## src/core/boot_wdog_regs.vh

```
// boot watchdog register map, field positions, reset values and timing counts
// assumes a 20 MHz core clock and a word-wide plain register port
`ifndef BOOT_WDOG_REGS_VH
`define BOOT_WDOG_REGS_VH

// register offsets (word index on the plain port)
`define REG_CTRL 4'h0
`define REG_TIMEOUT 4'h1
`define REG_COUNT 4'h2
`define REG_STATUS 4'h3
`define REG_CLEAR 4'h4
`define REG_EVENT 4'h5

// control fields
`define CTRL_ARM 0
`define CTRL_PHASE_LO 1
`define CTRL_PHASE_HI 2
`define CTRL_POLICY_LO 3
`define CTRL_POLICY_HI 4

// phase codes carried in the control word
`define PHASE_RESET_RECOVERY 2'h0
`define PHASE_EARLY_SELF_TEST 2'h1
`define PHASE_LATE_SELF_TEST 2'h2
`define PHASE_OS_LOAD 2'h3

// policy for an expiry in operating system load supervision
`define POLICY_NONE 2'h0
`define POLICY_RESET 2'h1
`define POLICY_POWER_OFF 2'h2

// status fields
`define ST_EXP_EARLY 0
`define ST_EXP_LATE 1
`define ST_EXP_OS 2
`define ST_EXP_RECOVERY 3
`define ST_NO_GOOD_CPU 4
`define ST_RUNNING 5

// reset values
`define TIMEOUT_RESET 32'h0000_0064
`define CTRL_RESET 8'h00

// tick of 100 ms derived from the core clock
`define CLK_HZ 20000000
`define TICK_MS 100
`define TICK_CYCLES ((`CLK_HZ / 1000) * `TICK_MS)

// system reset pulse length and beep half period
`define SYS_RESET_US 100
`define SYS_RESET_CYCLES ((`CLK_HZ / 1000000) * `SYS_RESET_US)
`define BEEP_HALF_US 500
`define BEEP_HALF_CYCLES ((`CLK_HZ / 1000000) * `BEEP_HALF_US)

`endif

```

## src/core/boot_watchdog_recovery.v

```verilog
// boot watchdog with bootstrap cpu rotation, phase status and beep codes
// assumes a 20 MHz core clock, a plain register port from the same domain,
// and platform reset levels arriving asynchronously on pins; the hard reset
// pin is high while the platform holds the system in reset, and the soft
// reset pin is synchronised but never acts on the timer
//
// Functional notes
// - one countdown timer whose expiry may reset the system.
// - reset-recovery countdown starts on every release from hard reset while a cpu is left to try.
// - on recovery expiry pick next cpu and reset system, except after the last cpu, which ends the retries until rst.
// - cpu rotation restarts on rst only, not on a system reset.
// - soft reset changes neither running state nor count of recovery countdown.
// - beep codes on the speaker when no working cpu is found.
// - never disable a failed cpu; log recovery failure without firmware.
// - sticky status shows early self-test, late self-test or OS load expiry.
// - OS load expiry resets the system only under the reset policy.
// - default OS expiry does nothing; policy may pick reset or power-off.
//
// The implementer's own choices: the address map and the strobed register port.
`include "boot_wdog_regs.vh"
`default_nettype none

module boot_watchdog_recovery #(
   parameter NUM_CPUS = 2,
   parameter TICK_CYCLES = `TICK_CYCLES,
   parameter BEEPS = 3
) (
   // clock and reset
   input wire core_clk,
   input wire rst,
   // platform reset levels from pins
   input wire hard_reset_pin,
   input wire soft_reset_pin,
   // register port
   input wire [3:0] reg_addr,
   input wire [31:0] reg_wdata,
   input wire reg_write,
   input wire reg_read,
   output reg [31:0] reg_rdata,
   // system actions
   output reg sys_reset_req,
   output reg power_off_req,
   output reg [NUM_CPUS-1:0] bootstrap_cpu_sel,
   output reg speaker,
   output reg expiry_event,
   output reg log_valid,
   output reg [7:0] log_data
);

   // ---------------------------------------------------------------
   // pin synchronisation
   // ---------------------------------------------------------------
   wire [1:0] pins_sync;
   reg hard_prev;

   pin_sync #(
      .WIDTH(2)
   ) u_sync (
      .core_clk(core_clk),
      .rst(rst),
      .async_in({soft_reset_pin, hard_reset_pin}),
      .sync_out(pins_sync)
   );

   wire hard_in = pins_sync[0];
   // a falling hard reset level marks the system leaving hard reset
   wire hard_release = hard_prev && !hard_in;

   // cleared by rst like the synchroniser, so no false release follows rst
   always @(posedge core_clk) begin
      if (rst) begin
         hard_prev <= 1'b0;
      end else begin
         hard_prev <= hard_in;
      end
   end

   // ---------------------------------------------------------------
   // registers
   // ---------------------------------------------------------------
   reg arm;
   reg [1:0] phase;
   reg [1:0] policy;
   reg [31:0] timeout;
   reg [31:0] count;
   reg [5:0] status;
   reg [31:0] tick_cnt;
   reg [7:0] tries;
   reg no_good_cpu;
   reg [15:0] rst_cnt;
   reg [7:0] last_event;

   wire wr_ctrl = reg_write && (reg_addr == `REG_CTRL);
   wire wr_timeout = reg_write && (reg_addr == `REG_TIMEOUT);
   wire wr_clear = reg_write && (reg_addr == `REG_CLEAR);
   wire tick = (tick_cnt == TICK_CYCLES - 1);
   wire expire = arm && tick && (count == 32'h0000_0001);

   // system reset pulse length less one, cut to the width of its counter
   localparam integer RST_HOLD = `SYS_RESET_CYCLES - 1;

   // ---------------------------------------------------------------
   // tick and countdown
   // ---------------------------------------------------------------
   // the tick phase runs free while armed, so the first tick after a rewrite
   // may come early; a timeout of zero wraps and expires only after 2^32 ticks
   always @(posedge core_clk) begin
      if (rst) begin
         tick_cnt <= 32'h0000_0000;
      end else if (!arm || tick) begin
         tick_cnt <= 32'h0000_0000;
      end else begin
         tick_cnt <= tick_cnt + 32'h0000_0001;
      end
   end

   // soft reset is not sampled here at all, so it cannot touch the timer
   always @(posedge core_clk) begin
      if (rst) begin
         arm <= 1'b0;
         phase <= `PHASE_RESET_RECOVERY;
         policy <= `POLICY_NONE;
         count <= 32'h0000_0000;
      end else if (hard_release && !no_good_cpu) begin
         arm <= 1'b1;
         phase <= `PHASE_RESET_RECOVERY;
         count <= timeout;
      end else if (wr_ctrl) begin
         // arming reloads the count, so a rewrite extends the timeout
         arm <= reg_wdata[`CTRL_ARM];
         phase <= reg_wdata[`CTRL_PHASE_HI:`CTRL_PHASE_LO];
         policy <= reg_wdata[`CTRL_POLICY_HI:`CTRL_POLICY_LO];
         count <= timeout;
      end else if (expire) begin
         arm <= 1'b0;
         count <= 32'h0000_0000;
      end else if (arm && tick) begin
         count <= count - 32'h0000_0001;
      end
   end

   always @(posedge core_clk) begin
      if (rst) begin
         timeout <= `TIMEOUT_RESET;
      end else if (wr_timeout) begin
         timeout <= reg_wdata;
      end
   end

   // ---------------------------------------------------------------
   // expiry actions
   // ---------------------------------------------------------------
   wire exp_recovery = expire && (phase == `PHASE_RESET_RECOVERY);
   wire exp_early = expire && (phase == `PHASE_EARLY_SELF_TEST);
   wire exp_late = expire && (phase == `PHASE_LATE_SELF_TEST);
   wire exp_os = expire && (phase == `PHASE_OS_LOAD);
   // operating system load expiry acts only as the policy asks
   wire os_reset = exp_os && (policy == `POLICY_RESET);
   wire os_power_off = exp_os && (policy == `POLICY_POWER_OFF);
   wire do_reset = exp_recovery || os_reset;
   // the last try is the one that rotates back to the first cpu
   wire last_try = (tries == NUM_CPUS - 1);

   // ---------------------------------------------------------------
   // bootstrap cpu rotation
   // ---------------------------------------------------------------
   wire [NUM_CPUS-1:0] next_cpu_sel;
   genvar gi;

   generate
      for (gi = 0; gi < NUM_CPUS; gi = gi + 1) begin : g_rot
         // each cpu takes over from the one below it, the lowest from the highest
         assign next_cpu_sel[gi] = bootstrap_cpu_sel[(gi + NUM_CPUS - 1) % NUM_CPUS];
      end
   endgenerate

   always @(posedge core_clk) begin
      if (rst) begin
         bootstrap_cpu_sel <= {{(NUM_CPUS-1){1'b0}}, 1'b1};
         tries <= 8'h00;
         no_good_cpu <= 1'b0;
      end else if (exp_recovery) begin
         // failed cpu stays enabled; only the boot choice rotates
         bootstrap_cpu_sel <= next_cpu_sel;
         if (last_try) begin
            no_good_cpu <= 1'b1;
         end else begin
            tries <= tries + 8'h01;
         end
      end
   end

   // ---------------------------------------------------------------
   // system reset and power-off requests
   // ---------------------------------------------------------------
   always @(posedge core_clk) begin
      if (rst) begin
         rst_cnt <= 16'h0000;
         sys_reset_req <= 1'b0;
      end else if (do_reset && !(exp_recovery && last_try)) begin
         rst_cnt <= RST_HOLD[15:0];
         sys_reset_req <= 1'b1;
      end else if (rst_cnt != 16'h0000) begin
         rst_cnt <= rst_cnt - 16'h0001;
      end else begin
         sys_reset_req <= 1'b0;
      end
   end

   always @(posedge core_clk) begin
      if (rst) begin
         power_off_req <= 1'b0;
      end else if (os_power_off) begin
         power_off_req <= 1'b1;
      end
   end

   // ---------------------------------------------------------------
   // expiry event, log and sticky status
   // ---------------------------------------------------------------
   always @(posedge core_clk) begin
      if (rst) begin
         expiry_event <= 1'b0;
         log_valid <= 1'b0;
         log_data <= 8'h00;
         last_event <= 8'h00;
      end else begin
         expiry_event <= expire;
         log_valid <= exp_recovery;
         if (exp_recovery) begin
            log_data <= {tries[5:0], 2'h0};
            last_event <= {tries[5:0], 2'h0};
         end
      end
   end

   // sticky status: set wins over a clear in the same cycle
   wire [5:0] set_bits = {1'b0, (exp_recovery && last_try), exp_recovery,
                          exp_os, exp_late, exp_early};

   always @(posedge core_clk) begin
      if (rst) begin
         status <= 6'h00;
      end else begin
         status <= (status & ~(wr_clear ? reg_wdata[5:0] : 6'h00)) | set_bits;
      end
   end

   // ---------------------------------------------------------------
   // speaker
   // ---------------------------------------------------------------
   wire beep_wire;

   beep_gen #(
      .HALF_CYCLES(`BEEP_HALF_CYCLES),
      .BEEPS(BEEPS)
   ) u_beep (
      .core_clk(core_clk),
      .rst(rst),
      .enable(no_good_cpu),
      .speaker(beep_wire)
   );

   always @(posedge core_clk) begin
      if (rst) begin
         speaker <= 1'b0;
      end else begin
         speaker <= beep_wire;
      end
   end

   // ---------------------------------------------------------------
   // read port
   // ---------------------------------------------------------------
   // answers one cycle after the strobe and returns zero otherwise
   always @(posedge core_clk) begin
      if (rst) begin
         reg_rdata <= 32'h0000_0000;
      end else if (reg_read) begin
         case (reg_addr)
            `REG_CTRL: reg_rdata <= {27'h0, policy, phase, arm};
            `REG_TIMEOUT: reg_rdata <= timeout;
            `REG_COUNT: reg_rdata <= count;
            `REG_STATUS: reg_rdata <= {26'h0, arm, no_good_cpu, status[3:0]};
            `REG_EVENT: reg_rdata <= {24'h0, last_event};
            default: reg_rdata <= 32'h0000_0000;
         endcase
      end else begin
         reg_rdata <= 32'h0000_0000;
      end
   end

endmodule // boot_watchdog_recovery

`default_nettype wire

```

## src/core/pin_sync.v

```verilog
// two-stage synchroniser for a group of pin levels
// assumes the inputs are asynchronous to clk
`default_nettype none

module pin_sync #(
   parameter WIDTH = 2
) (
   // clock and reset
   input wire core_clk,
   input wire rst,
   // levels
   input wire [WIDTH-1:0] async_in,
   output reg [WIDTH-1:0] sync_out
);

   reg [WIDTH-1:0] stage1;

   always @(posedge core_clk) begin
      if (rst) begin
         stage1 <= {WIDTH{1'b0}};
         sync_out <= {WIDTH{1'b0}};
      end else begin
         stage1 <= async_in;
         sync_out <= stage1;
      end
   end

endmodule // pin_sync

`default_nettype wire

```

## src/core/beep_gen.v

```verilog
// speaker tone with on/off beep groups while enabled
// assumes a free-running core clock
`default_nettype none

module beep_gen #(
   parameter HALF_CYCLES = 10000,
   parameter BEEPS = 3
) (
   // clock and reset
   input wire core_clk,
   input wire rst,
   // control
   input wire enable,
   output reg speaker
);

   reg [15:0] half_cnt;
   reg [7:0] cycle_cnt;
   reg [3:0] beep_cnt;
   reg tone_on;

   always @(posedge core_clk) begin
      if (rst || !enable) begin
         half_cnt <= 16'h0000;
         cycle_cnt <= 8'h00;
         beep_cnt <= 4'h0;
         tone_on <= 1'b1;
         speaker <= 1'b0;
      end else if (half_cnt == HALF_CYCLES[15:0] - 16'h0001) begin
         half_cnt <= 16'h0000;
         speaker <= tone_on ? ~speaker : 1'b0;
         if (cycle_cnt == 8'hFF) begin
            // about 128 ms per tone or gap slot
            cycle_cnt <= 8'h00;
            tone_on <= ~tone_on;
            if (!tone_on) begin
               if (beep_cnt == BEEPS[3:0])
                  beep_cnt <= 4'h0;
               else
                  beep_cnt <= beep_cnt + 4'h1;
            end
            if (beep_cnt == BEEPS[3:0])
               tone_on <= 1'b0;
         end else begin
            cycle_cnt <= cycle_cnt + 8'h01;
         end
      end else begin
         half_cnt <= half_cnt + 16'h0001;
      end
   end

endmodule // beep_gen

`default_nettype wire

```

## config.mk

```make
export PLATFORM = sky130hd
export DESIGN_NAME = boot_watchdog_recovery
export DESIGN_NICKNAME = d
export VERILOG_FILES = /design/src/core/boot_watchdog_recovery.v /design/src/core/pin_sync.v /design/src/core/beep_gen.v
export VERILOG_INCLUDE_DIRS = /design/src /design/src/core
export SDC_FILE = /design/constraint.sdc
export NUM_CORES = 1
export LEC_CHECK = 0
export BUFFER_PORTS_ARGS = -buffer_cell sky130_fd_sc_hd__buf_4
export CORE_UTILIZATION = 25
export CTS_CLUSTER_SIZE = 8
export DETAILED_ROUTE_END_ITERATION = 8
export SETUP_SLACK_MARGIN = 0.05
export SLEW_MARGIN = 20
export SYNTH_ARGS = -nofsm -noshare
export SYNTH_HDL_FRONTEND = slang
export SYNTH_SLANG_ARGS = --single-unit
```

## constraint.sdc

```tcl
create_clock -name core_clk -period 5.1 [get_ports core_clk]
set_clock_uncertainty 0.05 [all_clocks]
set_input_delay 0.255 -clock core_clk [delete_from_list [all_inputs] [get_ports core_clk]]
set_output_delay 0.255 -clock core_clk [all_outputs]
set_load 0.05 [all_outputs]
```

==> metrics.yaml <==
drt:
  drt_iter0_markers: 545
  routed-via-count: 8063
  routed_wl_mm: 25.4
  drcViolationCount: 0
  first_pass_iters: 7
  ant_nets: 0
  wl_per_cell_um: 15.3
  vias_per_cell: 4.84
logic_synthesis:
  yosysWarnings: 0
  syn_area_mm2: 0.00913
  synth-edff-count: 0
  ys_ff_latch: 208
  synth_ff_type: "dfxtp_1"
  synthTopCellsByArea: "dfxtp_1, nand2_1, nor2_1"
  async_flop_share: 0
  syn_area_per_cell_um2: 8.34
  synth.largest_area_cell: "dfxtp_1"
  netlist_instances: 1095
  synth_top_cell_area_share: 0.456
  seq_area_frac_synth: 0.456
  synthDistinctLibCells: 67
timing:
  finalSetupViolCount: 0
  timing.setup.tns_ns: 0
  fin_crit_ns: 3.38
  tightest_slew_ns: 0.936
  slew_viol_final: 0
  slew-limit-headroom: 0.371
  post-route-period-util: 0.664
  hold_viol_final: 0
  fmax_ghz: 0.295
  rsz0062_at_grt: "no"
worst_setup_path:
  startpoint_type: "flop"
  worstPathArrival_ns: 3.80
  endpoint_kind: "flop"
  cp_max_fo: 17
  cp.required_ns: 5.51
  path_class: "flop to flop"
place:
  place_congestion: 0.819
  post_dp_cell_area_mm2: 0.0102
  io_buffers: 85
  dp_hpwl_mm: 17.8
final_layout:
  drive_gt1_frac: 0.131
  fill_cells: 3842
  final_cell_mix: "dfxtp_1, nand2_1, nor2_1"
  final_area_mm2: 0.0113
  final_common_cell: "dfxtp_1"
  fin_nets: 1256
  syn2layout_area_growth_pct: 24.0
power:
  peakVddDrop_uv: 224
  intPower_mw: 2.87
  switchingPower_mw: 0.980
  pwr-share-seq: 0.451
  p_sw_frac: 0.255
  leakagePower_nw: 3.90
  clkPwrFrac: 0.430
  combPwrFrac: 0.119
  p_per_area_mw_per_mm2: 340
global_route:
  grt.total_usage: 0.135
  grt-ovfl-total: 0
  grt_max_degree: 49
  grt_pass1_vias: 7596
  antenna_found_initial: 4
  grt_pass1_wl_mm: 40.5
clocking:
  cts_root_buf: "clkbuf_16"
  clock_latency_ns: 0.54
  cts_buffers: 29
  htreeDepth: 1
  cts_tree: "built"
  cts_resized: 0
  clockBufferDepth: 3
  clk_pin_slew_ns: 0.05
  cts.sinks: 208
hold_path:
  hp-class: "input pin to flop"
die:
  coreArea_mm2: 0.0357
  die_h_um: 193
  design.die.area_mm2: 0.0373
  rows: 69
  start_util: 0.256
  ios: 89
  die_w_um: 193
run:
  maxCapViolations: 0
outcome:
  status: "finished clean"
==> per-layer routing <==
layer,GRT usage,up-vias,wire length (um)
li1,-,4045,-
met1,0.187,3793,12100
met2,0.213,177,11500
met3,0.0246,44,1280
met4,0.0355,4,556
met5,0,-,26
==> critical path, stage by stage (launching register included) <==
cell and delay (ns):
dfxtp_1 0.39, nor4_4 0.43, nand4_1 0.40, nor3_1 0.65, nand3_1 0.58, or4_1 0.65, a21oi_1 0.15
==> sequential cells by signal, summed over array words and instances (netlist names), 8 cells and up <==
register          cells
count                32
reg_rdata            32
tick_cnt             32
timeout              32
rst_cnt              16
u_beep.half_cnt      16
tries                 8
u_beep.cycle_cnt      8
==> kinds of logic (layout without fill, tap and decap cells) <==
| family | after synthesis | after routing | synth area share |
|---|---|---|---|
| AO/OA/AOI/OAI | 207 | 207 | 0.136 |
| XOR/XNOR | 77 | 77 | 0.0738 |
| adder cells (fa/ha/maj) | 9 | 9 | 0.0123 |
| buffers and inverters | 74 | 182 | 0.0333 |
| flip-flops | 208 | 208 | 0.456 |
| multiplexers | 8 | 8 | 0.0121 |
| other | 1 | 3 | 0.000411 |
| AND/OR/NAND/NOR | 511 | 511 | 0.277 |
==> path summary, 6_finish.rpt <==
path	end	slack, ns	depth (start not counted)	start
min	reg_rdata[1]	0.05	3	reg_addr[2]
max	tries[7]	1.72	6	count[16]
min reg2reg	power_off_req	0.40	2	power_off_req
max reg2reg	tries[7]	1.72	6	count[16]
==> repair_timing <==
item | in CTS | in global routing
hold endpoints to repair | 42 | 0
hold buffers | 35 | 0
setup buffers | 0 | 0
==> stage by stage <==
stage	power [mW]	hold slack (ns)	worst slack, ns	utilization	cells
6_report	3.85	0.0535	1.72	0.317	1666
5_1_grt	4.02	0.0536	1.48	0.317	1665
4_1_cts	3.89	0.0372	1.77	0.317	1665
3_5_place_dp	2.20	0.399	1.79	0.286	1600
3_3_place_gp	2.19	0.388	1.86	0.286	1600
2_1_floorplan	2.09	0.329	2.52	-	1096
==> power by group through the flow <==
stage / Sequential (mW) / Combinational [mW] / Clock [mW]
after CTS: 1.73 / 0.458 / 1.70
after global placement: 1.76 / 0.426 / 0
after detailed placement: 1.77 / 0.433 / 0
after floorplan: 1.75 / 0.333 / 0
final: 1.73 / 0.457 / 1.66
after global routing: 1.74 / 0.513 / 1.77
==> cell usage after synthesis, types with 3 or more instances <==
library cell	count
and3_1	8
nor2b_1	8
or2_2	3
ha_1	9
a2111oi_1	3
inv_1	19
and4_1	4
a21oi_1	88
buf_2	3
nor3_1	21
o31ai_1	4
nand3_1	51
and2_1	3
a22o_1	3
nor2_1	129
nand4_1	16
nand2b_1	3
clkbuf_1	46
o21ai_0	46
xnor2_1	28
mux2_2	4
dfxtp_1	208
nor4_1	16
nand4b_1	3
nand2_1	176
nand3b_1	8
or3_1	22
nor4_2	3
or4_1	11
nor4b_1	3
nor3b_1	7
a222oi_1	5
xor2_1	49
nor4_4	4
a22oi_1	27
a211oi_1	4
a31oi_1	9
o211ai_1	3
==> area by class of cell <==
cell class	count	area, um2	area share
Antenna cell	1	2.50	0.000221
Clock buffer	29	726	0.0641
Clock inverter	1	8.76	0.000774
Inverter	20	75.1	0.00663
Multi-Input combinational cell	814	4690	0.414
Sequential cell	208	4160	0.368
Tap cell	461	577	0.0509
Timing Repair Buffer	132	1080	0.0953
Power figures use the tool's default switching activity.
